## config.mk

```make
export PLATFORM = sky130hd
export DESIGN_NAME = param_resp_builder
export DESIGN_NICKNAME = d
export VERILOG_FILES = /design/src/param_resp_builder.v /design/src/resp_fifo.v
export VERILOG_INCLUDE_DIRS = /design/src
export SDC_FILE = /design/constraint.sdc
export NUM_CORES = 2
export LEC_CHECK = 0
export ABC_AREA = 1
export BUFFER_PORTS_ARGS = -buffer_cell sky130_fd_sc_hd__buf_2
export CORE_ASPECT_RATIO = 1.75
export CORE_MARGIN = 8
export CORE_UTILIZATION = 25
export CTS_BUF_LIST = sky130_fd_sc_hd__clkbuf_4 sky130_fd_sc_hd__clkbuf_8 sky130_fd_sc_hd__clkbuf_16
export CTS_CLUSTER_SIZE = 28
export DETAILED_ROUTE_END_ITERATION = 7
export PLACE_DENSITY_LB_ADDON = 0.05
export SLEW_MARGIN = 20
export SYNTH_ARGS = -nofsm -noshare
export SYNTH_HDL_FRONTEND = slang
export SYNTH_SLANG_ARGS = --single-unit
```

## constraint.sdc

```tcl
create_clock -name clk_i -period 4.8 [get_ports clk_i]
set_input_delay 0.24 -clock clk_i [delete_from_list [all_inputs] [get_ports clk_i]]
set_output_delay 0.24 -clock clk_i [all_outputs]
set_load 0.005 [all_outputs]
```

## src/param_resp_map.vh

```
// Register offsets, field positions, reset values and sizes of the builder
`ifndef PARAM_RESP_MAP_VH
`define PARAM_RESP_MAP_VH

// Wishbone register byte offsets
`define REG_STATUS      8'h00
`define REG_FILT_CNT    8'h04
`define REG_MAC_FLAGS   8'h08
`define REG_VLAN_FLAGS  8'h0C
`define REG_LINK_SET    8'h10
`define REG_BCAST_SET   8'h14
`define REG_CFG_FLAGS   8'h18
`define REG_MODE_FC     8'h1C
`define REG_EVT_CTRL    8'h20
`define REG_CSUM        8'h24
`define REG_RESP_CODE   8'h28
`define REG_MAC_BASE    8'h40
`define REG_MAC_LAST    8'h7C
`define REG_TAG_BASE    8'h80
`define REG_TAG_LAST    8'hB8

// Filter count register fields
`define FC_UNI_LSB      0
`define FC_MUL_LSB      4
`define FC_MIX_LSB      8
`define FC_VLAN_LSB     12

// Mode and flow control register fields
`define MODE_LSB        0
`define FLOW_LSB        8

// Status register fields
`define ST_BUSY         0
`define ST_PEND         1
`define ST_SENT_LSB     8
`define ST_REFUSED_LSB  16

// Filter limits
`define MAX_MAC         4'h8
`define MAX_VLAN        4'hF
`define MAC_BYTES       3'h5

// Reset value of every settings register
`define SET_RESET       32'h00000000

// Output FIFO shape
`define OUT_FIFO_DEPTH  8
`define OUT_FIFO_AW     3

`endif

```

## src/param_resp_builder.v

```verilog
// Parameter report response builder with Wishbone settings registers
`timescale 1ns/100ps
`default_nettype none
`include "param_resp_map.vh"

module param_resp_builder (
    // Clock and reset
    input wire clk_i,
    input wire rst_i,
    // Wishbone slave
    input wire cyc_i,
    input wire stb_i,
    input wire we_i,
    input wire [7:0] adr_i,
    input wire [3:0] sel_i,
    input wire [31:0] dat_i,
    output reg [31:0] dat_o,
    output reg ack_o,
    // Query from the command decoder
    input wire query_i,
    input wire query_bad_i,
    // Response word stream
    output wire resp_valid_o,
    input wire resp_ready_i,
    output wire [31:0] resp_data_o,
    output wire resp_last_o
);

    localparam S_IDLE = 3'h0;
    localparam S_FIXED = 3'h1;
    localparam S_VAR = 3'h2;
    localparam S_PAD = 3'h3;
    localparam S_CSUM = 3'h4;

    // Settings registers and status counters
    reg [15:0] filt_cnt;
    reg [7:0] mac_flags;
    reg [14:0] vlan_flags;
    reg [31:0] link_set;
    reg [31:0] bcast_set;
    reg [31:0] cfg_flags;
    reg [15:0] mode_fc;
    reg [31:0] evt_ctrl;
    reg [31:0] csum;
    reg [31:0] resp_code;
    reg [31:0] mac_lo [0:7];
    reg [15:0] mac_hi [0:7];
    reg [15:0] tag [0:14];
    reg [7:0] sent_cnt;
    reg [7:0] refused_cnt;

    // Builder state
    reg [2:0] state;
    reg pending;
    reg [2:0] word_idx;
    reg [3:0] mac_idx;
    reg [2:0] mac_byte;
    reg [3:0] tag_idx;
    reg tag_byte;
    reg [1:0] pos;
    reg [23:0] acc;

    // Combinational helpers
    reg [5:0] mac_sum;
    reg [3:0] mac_n;
    reg [3:0] vlan_n;
    reg [15:0] mac_mask;
    reg [15:0] vlan_mask;
    reg [47:0] mac_cur;
    reg [15:0] tag_cur;
    reg [7:0] cur_byte;
    reg have_byte;
    reg push;
    reg [31:0] push_data;
    reg push_last;
    reg [31:0] next_rdata;
    integer i;

    wire fifo_ready;
    wire wb_req;
    wire wb_wr;
    wire step;
    wire [31:0] wr_val;

    assign wb_req = cyc_i & stb_i & ~ack_o;
    assign wb_wr = wb_req & we_i;
    assign step = ~push | fifo_ready;

    // Lane merge over the zero-extended read-back; narrow registers keep
    // only their own bits, so unused lanes can never leak into them
    assign wr_val = merge(next_rdata, dat_i, sel_i);

    // Byte-lane merge for partial writes
    function [31:0] merge;
        input [31:0] old;
        input [31:0] val;
        input [3:0] sel;
        integer k;
        begin
            for (k = 0; k < 4; k = k + 1)
                merge[8*k +: 8] = sel[k] ? val[8*k +: 8] : old[8*k +: 8];
        end
    endfunction

    // Mask with one bit set for each supported filter
    function [15:0] fill_mask;
        input [3:0] n;
        integer k;
        begin
            for (k = 0; k < 16; k = k + 1)
                fill_mask[k] = (k < n);
        end
    endfunction

    // Supported counts, clamped to the largest filter sets
    always @* begin
        mac_sum = {2'h0, filt_cnt[`FC_UNI_LSB +: 4]}
            + {2'h0, filt_cnt[`FC_MUL_LSB +: 4]}
            + {2'h0, filt_cnt[`FC_MIX_LSB +: 4]};
        mac_n = (mac_sum > {2'h0, `MAX_MAC}) ? `MAX_MAC : mac_sum[3:0];
        vlan_n = filt_cnt[`FC_VLAN_LSB +: 4];
        mac_mask = fill_mask(mac_n);
        vlan_mask = fill_mask(vlan_n);
    end

    // Next variable byte: slots are already in unicast, multicast, mixed order
    always @* begin
        mac_cur = {mac_hi[mac_idx[2:0]], mac_lo[mac_idx[2:0]]};
        tag_cur = tag[tag_idx];
        have_byte = 1'b0;
        cur_byte = 8'h00;
        if (mac_idx < mac_n) begin
            have_byte = 1'b1;
            cur_byte = mac_cur[8*(`MAC_BYTES - mac_byte) +: 8];
        end else if (tag_idx < vlan_n) begin
            have_byte = 1'b1;
            cur_byte = tag_byte ? tag_cur[7:0] : tag_cur[15:8];
        end
    end

    // Word offered to the FIFO in the current state
    always @* begin
        push = 1'b0;
        push_data = 32'h00000000;
        push_last = 1'b0;
        case (state)
            S_FIXED: begin
                push = 1'b1;
                case (word_idx)
                    3'h0: push_data = resp_code;
                    3'h1: push_data = {4'h0, mac_n, 16'h0000,
                        mac_flags & mac_mask[7:0]};
                    3'h2: push_data = {4'h0, vlan_n, 8'h00, 1'b0,
                        vlan_flags & vlan_mask[14:0]};
                    3'h3: push_data = link_set;
                    3'h4: push_data = bcast_set;
                    3'h5: push_data = cfg_flags;
                    3'h6: push_data = {mode_fc[`MODE_LSB +: 8],
                        mode_fc[`FLOW_LSB +: 8], 16'h0000};
                    3'h7: push_data = evt_ctrl;
                    default: push_data = 32'h00000000;
                endcase
            end
            S_VAR: begin
                push = have_byte & (pos == 2'h3);
                push_data = {acc, cur_byte};
            end
            S_PAD: begin
                push = (pos == 2'h3);
                push_data = {acc, 8'h00};
            end
            S_CSUM: begin
                push = 1'b1;
                push_data = csum;
                push_last = 1'b1;
            end
            default: push = 1'b0;
        endcase
    end

    // Response framer; a full FIFO holds it in place
    always @(posedge clk_i) begin
        if (rst_i) begin
            state <= S_IDLE;
            pending <= 1'b0;
            word_idx <= 3'h0;
            mac_idx <= 4'h0;
            mac_byte <= 3'h0;
            tag_idx <= 4'h0;
            tag_byte <= 1'b0;
            pos <= 2'h0;
            acc <= 24'h000000;
            sent_cnt <= 8'h00;
            refused_cnt <= 8'h00;
        end else begin
            // A query during a build waits rather than being lost
            if (query_i & ~query_bad_i & (state != S_IDLE))
                pending <= 1'b1;
            if (query_i & query_bad_i)
                refused_cnt <= refused_cnt + 8'h01;
            if (step) begin
                case (state)
                    S_IDLE: begin
                        if ((query_i & ~query_bad_i) | pending) begin
                            state <= S_FIXED;
                            pending <= 1'b0;
                            word_idx <= 3'h0;
                            mac_idx <= 4'h0;
                            mac_byte <= 3'h0;
                            tag_idx <= 4'h0;
                            tag_byte <= 1'b0;
                            pos <= 2'h0;
                        end
                    end
                    S_FIXED: begin
                        word_idx <= word_idx + 3'h1;
                        if (word_idx == 3'h7)
                            state <= S_VAR;
                    end
                    S_VAR: begin
                        if (have_byte) begin
                            acc <= {acc[15:0], cur_byte};
                            pos <= pos + 2'h1;
                            if (mac_idx < mac_n) begin
                                if (mac_byte == `MAC_BYTES) begin
                                    mac_byte <= 3'h0;
                                    mac_idx <= mac_idx + 4'h1;
                                end else begin
                                    mac_byte <= mac_byte + 3'h1;
                                end
                            end else begin
                                tag_byte <= ~tag_byte;
                                if (tag_byte)
                                    tag_idx <= tag_idx + 4'h1;
                            end
                        end else if (pos != 2'h0) begin
                            state <= S_PAD;
                        end else begin
                            state <= S_CSUM;
                        end
                    end
                    S_PAD: begin
                        acc <= {acc[15:0], 8'h00};
                        pos <= pos + 2'h1;
                        if (pos == 2'h3)
                            state <= S_CSUM;
                    end
                    S_CSUM: begin
                        state <= S_IDLE;
                        sent_cnt <= sent_cnt + 8'h01;
                    end
                    default: state <= S_IDLE;
                endcase
            end
        end
    end

    // Settings writes; software must keep slots ordered by filter type
    always @(posedge clk_i) begin
        if (rst_i) begin
            filt_cnt <= 16'h0000;
            mac_flags <= 8'h00;
            vlan_flags <= 15'h0000;
            link_set <= `SET_RESET;
            bcast_set <= `SET_RESET;
            cfg_flags <= `SET_RESET;
            mode_fc <= 16'h0000;
            evt_ctrl <= `SET_RESET;
            csum <= `SET_RESET;
            resp_code <= `SET_RESET;
            for (i = 0; i < 8; i = i + 1) begin
                mac_lo[i] <= 32'h00000000;
                mac_hi[i] <= 16'h0000;
            end
            for (i = 0; i < 15; i = i + 1)
                tag[i] <= 16'h0000;
        end else if (wb_wr) begin
            case (adr_i)
                `REG_FILT_CNT: filt_cnt <= wr_val[15:0];
                `REG_MAC_FLAGS: mac_flags <= sel_i[0] ? dat_i[7:0] : mac_flags;
                `REG_VLAN_FLAGS: vlan_flags <= wr_val[14:0];
                `REG_LINK_SET: link_set <= merge(link_set, dat_i, sel_i);
                `REG_BCAST_SET: bcast_set <= merge(bcast_set, dat_i, sel_i);
                `REG_CFG_FLAGS: cfg_flags <= merge(cfg_flags, dat_i, sel_i);
                `REG_MODE_FC: mode_fc <= wr_val[15:0];
                `REG_EVT_CTRL: evt_ctrl <= merge(evt_ctrl, dat_i, sel_i);
                `REG_CSUM: csum <= merge(csum, dat_i, sel_i);
                `REG_RESP_CODE: resp_code <= merge(resp_code, dat_i, sel_i);
                default: begin
                    if (adr_i >= `REG_MAC_BASE && adr_i <= `REG_MAC_LAST) begin
                        if (adr_i[2])
                            mac_hi[adr_i[5:3]] <= wr_val[15:0];
                        else
                            mac_lo[adr_i[5:3]] <= wr_val;
                    end else if (adr_i >= `REG_TAG_BASE &&
                        adr_i <= `REG_TAG_LAST) begin
                        tag[adr_i[5:2]] <= wr_val[15:0];
                    end
                end
            endcase
        end
    end

    // Read mux; unmapped offsets answer zero rather than stall the bus
    always @* begin
        next_rdata = 32'h00000000;
        case (adr_i)
            `REG_STATUS: begin
                next_rdata[`ST_BUSY] = (state != S_IDLE);
                next_rdata[`ST_PEND] = pending;
                next_rdata[`ST_SENT_LSB +: 8] = sent_cnt;
                next_rdata[`ST_REFUSED_LSB +: 8] = refused_cnt;
            end
            `REG_FILT_CNT: next_rdata = {16'h0000, filt_cnt};
            `REG_MAC_FLAGS: next_rdata = {24'h000000, mac_flags};
            `REG_VLAN_FLAGS: next_rdata = {17'h00000, vlan_flags};
            `REG_LINK_SET: next_rdata = link_set;
            `REG_BCAST_SET: next_rdata = bcast_set;
            `REG_CFG_FLAGS: next_rdata = cfg_flags;
            `REG_MODE_FC: next_rdata = {16'h0000, mode_fc};
            `REG_EVT_CTRL: next_rdata = evt_ctrl;
            `REG_CSUM: next_rdata = csum;
            `REG_RESP_CODE: next_rdata = resp_code;
            default: begin
                if (adr_i >= `REG_MAC_BASE && adr_i <= `REG_MAC_LAST)
                    next_rdata = adr_i[2] ? {16'h0000, mac_hi[adr_i[5:3]]}
                        : mac_lo[adr_i[5:3]];
                else if (adr_i >= `REG_TAG_BASE && adr_i <= `REG_TAG_LAST)
                    next_rdata = {16'h0000, tag[adr_i[5:2]]};
            end
        endcase
    end

    // One wait state: ack and data registered, ack dropped after one cycle
    always @(posedge clk_i) begin
        if (rst_i) begin
            ack_o <= 1'b0;
            dat_o <= 32'h00000000;
        end else begin
            ack_o <= wb_req;
            if (wb_req & ~we_i)
                dat_o <= next_rdata;
        end
    end

    // Eight-word buffer between framer and sideband transmitter
    resp_fifo #(
        .WIDTH(33),
        .DEPTH(`OUT_FIFO_DEPTH),
        .AW(`OUT_FIFO_AW)
    ) u_fifo (
        .clk_i(clk_i),
        .rst_i(rst_i),
        .in_valid_i(push),
        .in_ready_o(fifo_ready),
        .in_data_i({push_last, push_data}),
        .out_valid_o(resp_valid_o),
        .out_ready_i(resp_ready_i),
        .out_data_o({resp_last_o, resp_data_o})
    );

endmodule
`default_nettype wire

```

## src/resp_fifo.v

```verilog
// Flip-flop FIFO with valid and ready on both sides
`timescale 1ns/100ps
`default_nettype none

module resp_fifo #(
    parameter WIDTH = 33,
    parameter DEPTH = 8,
    parameter AW = 3
) (
    // Clock and reset
    input wire clk_i,
    input wire rst_i,
    // Filling side
    input wire in_valid_i,
    output wire in_ready_o,
    input wire [WIDTH-1:0] in_data_i,
    // Draining side
    output wire out_valid_o,
    input wire out_ready_i,
    output wire [WIDTH-1:0] out_data_o
);

    reg [WIDTH-1:0] mem [0:DEPTH-1];
    reg [AW-1:0] wr_ptr;
    reg [AW-1:0] rd_ptr;
    reg [AW:0] count;
    wire do_wr;
    wire do_rd;

    // Honest flags straight from the fill count
    assign in_ready_o = (count != DEPTH[AW:0]);
    assign out_valid_o = (count != {(AW+1){1'b0}});
    assign out_data_o = mem[rd_ptr];
    assign do_wr = in_valid_i & in_ready_o;
    assign do_rd = out_valid_o & out_ready_i;

    // Pointers wrap naturally since depth is a power of two
    always @(posedge clk_i) begin
        if (rst_i) begin
            wr_ptr <= {AW{1'b0}};
            rd_ptr <= {AW{1'b0}};
            count <= {(AW+1){1'b0}};
        end else begin
            if (do_wr)
                wr_ptr <= wr_ptr + 1'b1;
            if (do_rd)
                rd_ptr <= rd_ptr + 1'b1;
            if (do_wr & ~do_rd)
                count <= count + 1'b1;
            else if (do_rd & ~do_wr)
                count <= count - 1'b1;
        end
    end

    // Storage has no reset; only entries below count are ever read
    always @(posedge clk_i) begin
        if (do_wr)
            mem[wr_ptr] <= in_data_i;
    end

endmodule
`default_nettype wire

```

### Yosys cells after proc, flatten, opt, wreduce, memory -nomap -nowiden

Memories as Yosys holds them, arrays and structs flattened. A register that Yosys moved wholly into a read port is not among the register bits.
Index checks and enable logic that the tools add are counted.

| word-level totals | value |
|---|---|
| memories kept | 4 |
| flip-flop bits (word level) | 351 |
| output and inout bits | 67 |
| logic and storage cells | 301 |
| bits of input ports | 52 |
| RAM bits | 888 |

Memory list:

| name | depth | width | rd ports | clocked after memory_dff | write ports | line | source |
|---|---|---|---|---|---|---|---|
| u_fifo.mem | 8 | 33 | 1 | 1 | 1 | resp_fifo.v:23 | `reg [WIDTH-1:0] mem [0:DEPTH-1];` |
| mac_lo | 8 | 32 | 2 | 1 | 8 | param_resp_builder.v:46 | `reg [31:0] mac_lo [0:7];` |
| tag | 15 | 16 | 2 | 1 | 15 | param_resp_builder.v:48 | `reg [15:0] tag [0:14];` |
| mac_hi | 8 | 16 | 2 | 1 | 8 | param_resp_builder.v:47 | `reg [15:0] mac_hi [0:7];` |

| operators by class | value |
|---|---|
| eq/ne operators | 33 |
| bitwise gates (word level) | 23 |
| $lt $le $gt $ge | 30 |
| shift-type cells | 1 |
| reduce and logical (&&, ||, !) cells | 56 |
| add/subtract/negate cells | 14 |
| muxes and demuxes | 96 |

Operator list:

| cell | count |
|---|---|
| $pmux W32 S8 | 1 |
| $pmux W16 S11 | 1 |
| $pmux W32 S4 | 1 |
| $mux W32 | 3 |
| $reduce_and A3 Y1 | 27 |
| $pmux W6 S11 | 1 |
| $mux W8 | 7 |
| $pmux W8 S7 | 1 |
| $mux W4 | 13 |
| $mux W3 | 17 |
| $mux W16 | 3 |
| $pmux W24 S2 | 1 |
| $shiftx A48 B33 Y8 | 1 |
| $mux W1 | 35 |
| $eq A8 B5 Y1 const B | 4 |
| $lt A3 B4 Y1 const A | 8 |
| $reduce_or A16 Y1 | 2 |
| $reduce_or A32 Y1 | 1 |
| $lt A4 B4 Y1 const A | 7 |
| $eq A8 B6 Y1 const B | 3 |
| $mux W24 | 1 |
| $pmux W2 S11 | 1 |
| $eq A3 B3 Y1 const B | 6 |
| $ne A2 B2 Y1 const B | 9 |
| other kinds (47) | 99 |

### Depth between registers and ports, before layout

| depth | value |
|---|---|
| depth in word-level cells | 13 |
| depth in mapped cells | 33 |
| mapped depth without buffers | 33 |

### Cells and area by module

Synthesis repeated with hierarchy kept, for this count alone.

| unflattened totals | value |
|---|---|
| cells, all modules | 6958 |
| area total of the unflattened synthesis | 61529.0 um2 |

Modules (own cells, without submodules):

| module | sequential area each (um2) | cells each | area an instance (um2) | instances |
|---|---|---|---|---|
| param_resp_builder | 26185.1 | 6052 | 50457.1 | 1 |
| resp_fifo | 8187.9 | 906 | 11071.9 | 1 |

### Worst setup path before layout

OpenSTA, ideal clock, no wires.

| path | value |
|---|---|
| kind | register to register |
| start point | reg filt_cnt[1] |
| end point | mem u_fifo.mem[0][0] (enable) |
| period minus slack after synthesis | 4910 ps |
| cell stages (with the launch flop) | 21 |
| required time | 4377 ps |
| buffers on the path | 0 |
| slack | -110 ps |
| arrival | 4487 ps |
| library setup time | 423 ps |
| path through | dfxtp_1 -> fa_1 -> ha_1 -> inv_1 -> fa_1 -> xor2_1 -> a31oi_1 -> nor2_1 -> inv_1 -> nor2_1 -> inv_1 -> ha_1 -> nand2_1 -> inv_1 -> nand2_1 -> nand2_1 -> nand2_1 -> nand3_1 -> a21oi_1 -> nand2_1 -> nor2_1 |

| between the ends | value |
|---|---|
| word-level cells in the longest chain between the ends | 11 |

Ends and longest elaborated chain:

| item | line | source |
|---|---|---|
| from (decl) | param_resp_builder.v:36 | `reg [15:0] filt_cnt;` |
| from (signal assigned) | param_resp_builder.v:279 | `` `REG_FILT_CNT: filt_cnt <= wr_val[15:0]; `` |
| $add A4 B4 Y5 (*) | param_resp_builder.v:117 | `` mac_sum = {2'h0, filt_cnt[`FC_UNI_LSB +: 4]} `` |
| $add A5 B4 Y6 (*) | param_resp_builder.v:117 |  |
| $gt A6 B4 Y1 | param_resp_builder.v:120 | `` mac_n = (mac_sum > {2'h0, `MAX_MAC}) ? `MAX_MAC : mac_sum[3:0]; `` |
| $mux W4 (*) | param_resp_builder.v:120 |  |
| $lt A4 B4 Y1 (*) | param_resp_builder.v:132 | `if (mac_idx < mac_n) begin` |
| $mux W1 (*) | param_resp_builder.v:132 |  |
| $and A1 B1 Y1 (*) | param_resp_builder.v:165 | `push = have_byte & (pos == 2'h3);` |
| $pmux W1 S3 (*) | param_resp_builder.v:146 | `case (state)` |
| $and A1 B1 Y1 (*) | resp_fifo.v:34 | `assign do_wr = in_valid_i & in_ready_o;` |
| via u_fifo.do_wr | resp_fifo.v:27 | `wire do_wr;` |
| $mux W1 (*) | resp_fifo.v:57 | `if (do_wr)` |
| $mux W1 (not written as such) (*) | resp_fifo.v:58 | `mem[wr_ptr] <= in_data_i;` |
| to (decl) | resp_fifo.v:23 |  |

The timed path passes the listed nets; every way through them passes the cells marked *.

### Worst setup path after layout

| path | value |
|---|---|
| start point | reg filt_cnt[0] |
| end point | reg u_fifo.count[3] |

| between the ends | value |
|---|---|
| word-level cells in the longest chain between the ends | 12 |
| elaborated cells between the ends (all ways) | 14 |
| those cells by class | add/sub (2); order compare (2); mux (4); bitwise (5); reduce/logical (1) |

Ends and longest elaborated chain:

| item | line | source |
|---|---|---|
| $add A4 B4 Y5 (*) | param_resp_builder.v:117 |  |
| $add A5 B4 Y6 (*) | param_resp_builder.v:117 |  |
| $gt A6 B4 Y1 | param_resp_builder.v:120 |  |
| $mux W4 (*) | param_resp_builder.v:120 |  |
| $lt A4 B4 Y1 (*) | param_resp_builder.v:132 |  |
| $mux W1 (*) | param_resp_builder.v:132 |  |
| $and A1 B1 Y1 (*) | param_resp_builder.v:165 |  |
| $pmux W1 S3 (*) | param_resp_builder.v:146 |  |
| $and A1 B1 Y1 (*) | resp_fifo.v:34 |  |
| via u_fifo.do_wr | resp_fifo.v:27 |  |
| $not A1 Y1 | resp_fifo.v:50 | `else if (do_rd & ~do_wr)` |
| $and A1 B1 Y1 | resp_fifo.v:50 |  |
| $reduce_bool A2 Y1 (no source line) | - |  |
| to (signal assigned) | resp_fifo.v:42 | `count <= {(AW+1){1'b0}};` |
| to (signal assigned) | resp_fifo.v:49 | `count <= count + 1'b1;` |
| to (signal assigned) | resp_fifo.v:51 | `count <= count - 1'b1;` |
| to (decl) | resp_fifo.v:26 | `reg [AW:0] count;` |

Marks and branches as above.
A chain may end at the register's enable or synchronous reset.

==> impl_results.md <==
- PortBufs: 118
- Die Width: 387 microns
- Most common cell after layout, fill and taps aside: nor2_1
- CP Data Arrival Time: 5.18 ns
- Async S/R FF share, synth: 0%
- Initial Utilization: 25.1%
- Synth area leader: edfxtp_1
- P_leak: 0.0257 uW
- XOR/XNOR share of the synthesized area: 0.189%
- Run status: complete, no violations
- Mux contribution to synthesized area: 0%
- Final min period: 4.52 ns
- CP Capture Type: register
- Maximum root-to-sink buffer count: 4
- Reg-to-reg slack, setup: 0.28 ns
- Compound-gate portion of the synthesized area: 19.0%
- Hold_ws: 0.0798 ns
- Clock latency on the worst-skew pair: 0.86 ns
- Post-route setup TNS: 0 ns
- Vias: 52943
- Worst Path Max Fanout: 3
- Num rows: 238
- Post-synthesis simple-gate area fraction: 16.8%
- Pwr per Cell Area: 474 nW/um^2
- Placed insts: 9819
- PnR Total Power: 33900 uW
- CTS tree: built
- Placer Congestion: 0.914
- 1st-pass router iterations: 6
- Total CTS buffers: 148
- CP bufs+invs: 8
- Hold_sp: dat_i[2]
- Final non-filler cell total: 10121
- Peak supply drop: 0.000307 V
- Most frequent cell on the critical path: inv_1
- Synth top area share: 45.1%
- Global Route Usage Sum: 22.6%
- Post-Synth Adder-Cell Area: 0.802%
- Layout cell share with drive strength beyond 1: 12.1%
- Startpoint type of the worst setup path: register
- Synth cell types: 53
- Slew @ Worst Pin: 1.13 ns
- Die area: 258000 sq um
- Drc violations: 0
- Cell Area, Synth: 60300 sq um
- Sequential area share after synthesis: 57.1%
- Drt via density: 5.23
- WP data required: 5.45 ns
- # nets final: 6976
- Avg Cell Area, Syn: 8.96 sq um
- HP Class: in2reg
- WL per Instance: 30.1 microns
- WHS Endpoint: resp_code[2]
- Worst R2R End: u_fifo.count[3]
- Critical Path Max Stage Delay: 0.57 ns
- Final WL: 304 mm
- FILL cells: 25323
- Hold Crit Depth: 3
- Final ANT Viol Nets: 0
- Initial antenna violation count: 7
- Worst Skew: 0.0971 ns
- CP Class: reg2reg
- Synth area leaders: edfxtp_1, dfxtp_1, nor2_1
- # Max-Cap Violations: 0
- Dpl hpwl: 212 mm
- Core region area: 240000 sq um
- P&R area growth vs syn: 18.7%
- Root Buffer: clkbuf_16
- Die H: 665 microns
- Synth Flop Type: edfxtp_1
- Clock sinks: 1265
- Largest net degree at the start of global routing: 115
- Post-synthesis cell count: 6722
- Reg2reg path depth: 30
- Final hold violations: 0
- EDFF count, synth: 904
- Final setup vio count: 0
- Most frequent cells in the layout: nor2_1, edfxtp_1, o21ai_0
- Slowest-stage cell, CP: fa_2
- Initial DRC Count: 4423
- #FFs+latches synth: 1265
- Fmax achieved: 221 MHz
- # IOs: 119
- Yosys Warn Count: 0
- Grt total ovfl: 0
- First-pass GRT wire length: 421 mm
- Max-slew headroom: 24.1%
- CTS H-tree lvls: 4
- Final period utilization: 94.2%
- Vias in the first global route: 52170
- Slew Limit Fails: 0
- Worst r2r src: filt_cnt[0]
- CP delay by family, top: adder cells
- Largest family of logic cells by synthesized area: compound AO/OA/AOI/OAI gates
- Reg clk slew, reported paths: 0.06 ns
per-stage QoR:
stage / worst slack (ns) / instance area [sq um] / util [%]
after floorplan: -0.110 / 60300 / -
after global placement: -0.229 / 66300 / 27.6
after detailed placement: 0.0794 / 66300 / 27.6
after CTS: 0.0126 / 71400 / 29.8
after global routing: -0.00475 / 71500 / 29.8
final: 0.279 / 71500 / 29.8
what timing repair did:
item	CTS	global route
hold buffers	38	0
hold endpoints to repair	199	0
gates resized for setup	0	13
buffers inserted	0	2
setup endpoints to repair	0	2
layer usage:
layer	vias up	GRT usage, %	routed length [microns]
met1	26696	25.8	117000
li1	23934	-	-
met2	1803	42.0	158000
met5	-	0	55
met3	508	2.41	13000
met4	2	10.5	16400
worst register-to-register path, delay by kind of cell, from the launching register on:
family / cells / cell delay [ns]
buffers and inverters: 8 / 0.57
DFF: 1 / 0.32
AOI/OAI and AO/OA: 5 / 0.58
adders and majority gates: 6 / 1.89
and+or+nand+nor: 11 / 1.01
sequential cells by signal (all words and copies together), names as in the netlist, 4 cells and up, named ones only:
signal        flops
u_fifo.mem      264
mac_lo          256
tag             256
mac_hi          128
bcast_set        32
cfg_flags        32
csum             32
dat_o            32
evt_ctrl         32
link_set         32
resp_code        32
acc              24
filt_cnt         16
mode_fc          16
vlan_flags       15
mac_flags         8
refused_cnt       8
sent_cnt          8
mac_idx           4
tag_idx           4
u_fifo.count      4
area by class of cell:
class                      count  area (sq um)  area share, %
sequential                  1265         34400           48.1
multi-input combinational   4543         22500           31.5
clock buffer                 198          4250           5.95
timing repair buffer         489          4220           5.91
tap                         3120          3900           5.46
inverter                     442          1670           2.34
clock inverter                60           531          0.742
antenna                        4          10.0         0.0140
power by group:
group	switching [uW]	total, uW	leakage (uW)	internal (uW)
Sequential	594	12900	0.0119	12300
Clock	4970	11700	0.00239	6700
Combinational	6730	9310	0.0114	2580
logic make-up after synthesis:
logic type,after synthesis
compound gates,1952
xor+xnor,13
fa+ha+maj,35
buf+inv,929
flops,1265
other cells,1
simple gates,2527
cells in the mapped netlist (all sizes together), types with 6 or more instances:
cell type,count
a211oi,44
a21oi,402
a221oi,90
a22o,12
a22oi,47
a31oi,38
buf,151
clkbuf,336
dfxtp,361
edfxtp,904
fa,6
ha,29
inv,437
nand2,758
nand3,264
nand4,48
nor2,1416
nor3,22
nor4,15
o2111ai,37
o211ai,150
o21ai,904
o221ai,20
o22ai,181
o2bb2ai,7
xor2,10
worst max path at each step:
stage | start | end | cells past startpoint
after floorplan | filt_cnt[1] | u_fifo.mem[0][0] | 20
after global placement | filt_cnt[0] | u_fifo.count[3] | 31
after detailed placement | filt_cnt[0] | u_fifo.count[3] | 31
after CTS | filt_cnt[0] | u_fifo.count[3] | 31
after global routing | filt_cnt[0] | u_fifo.count[3] | 32
final | filt_cnt[0] | u_fifo.count[3] | 30
(Power assumes the default switching activity.)
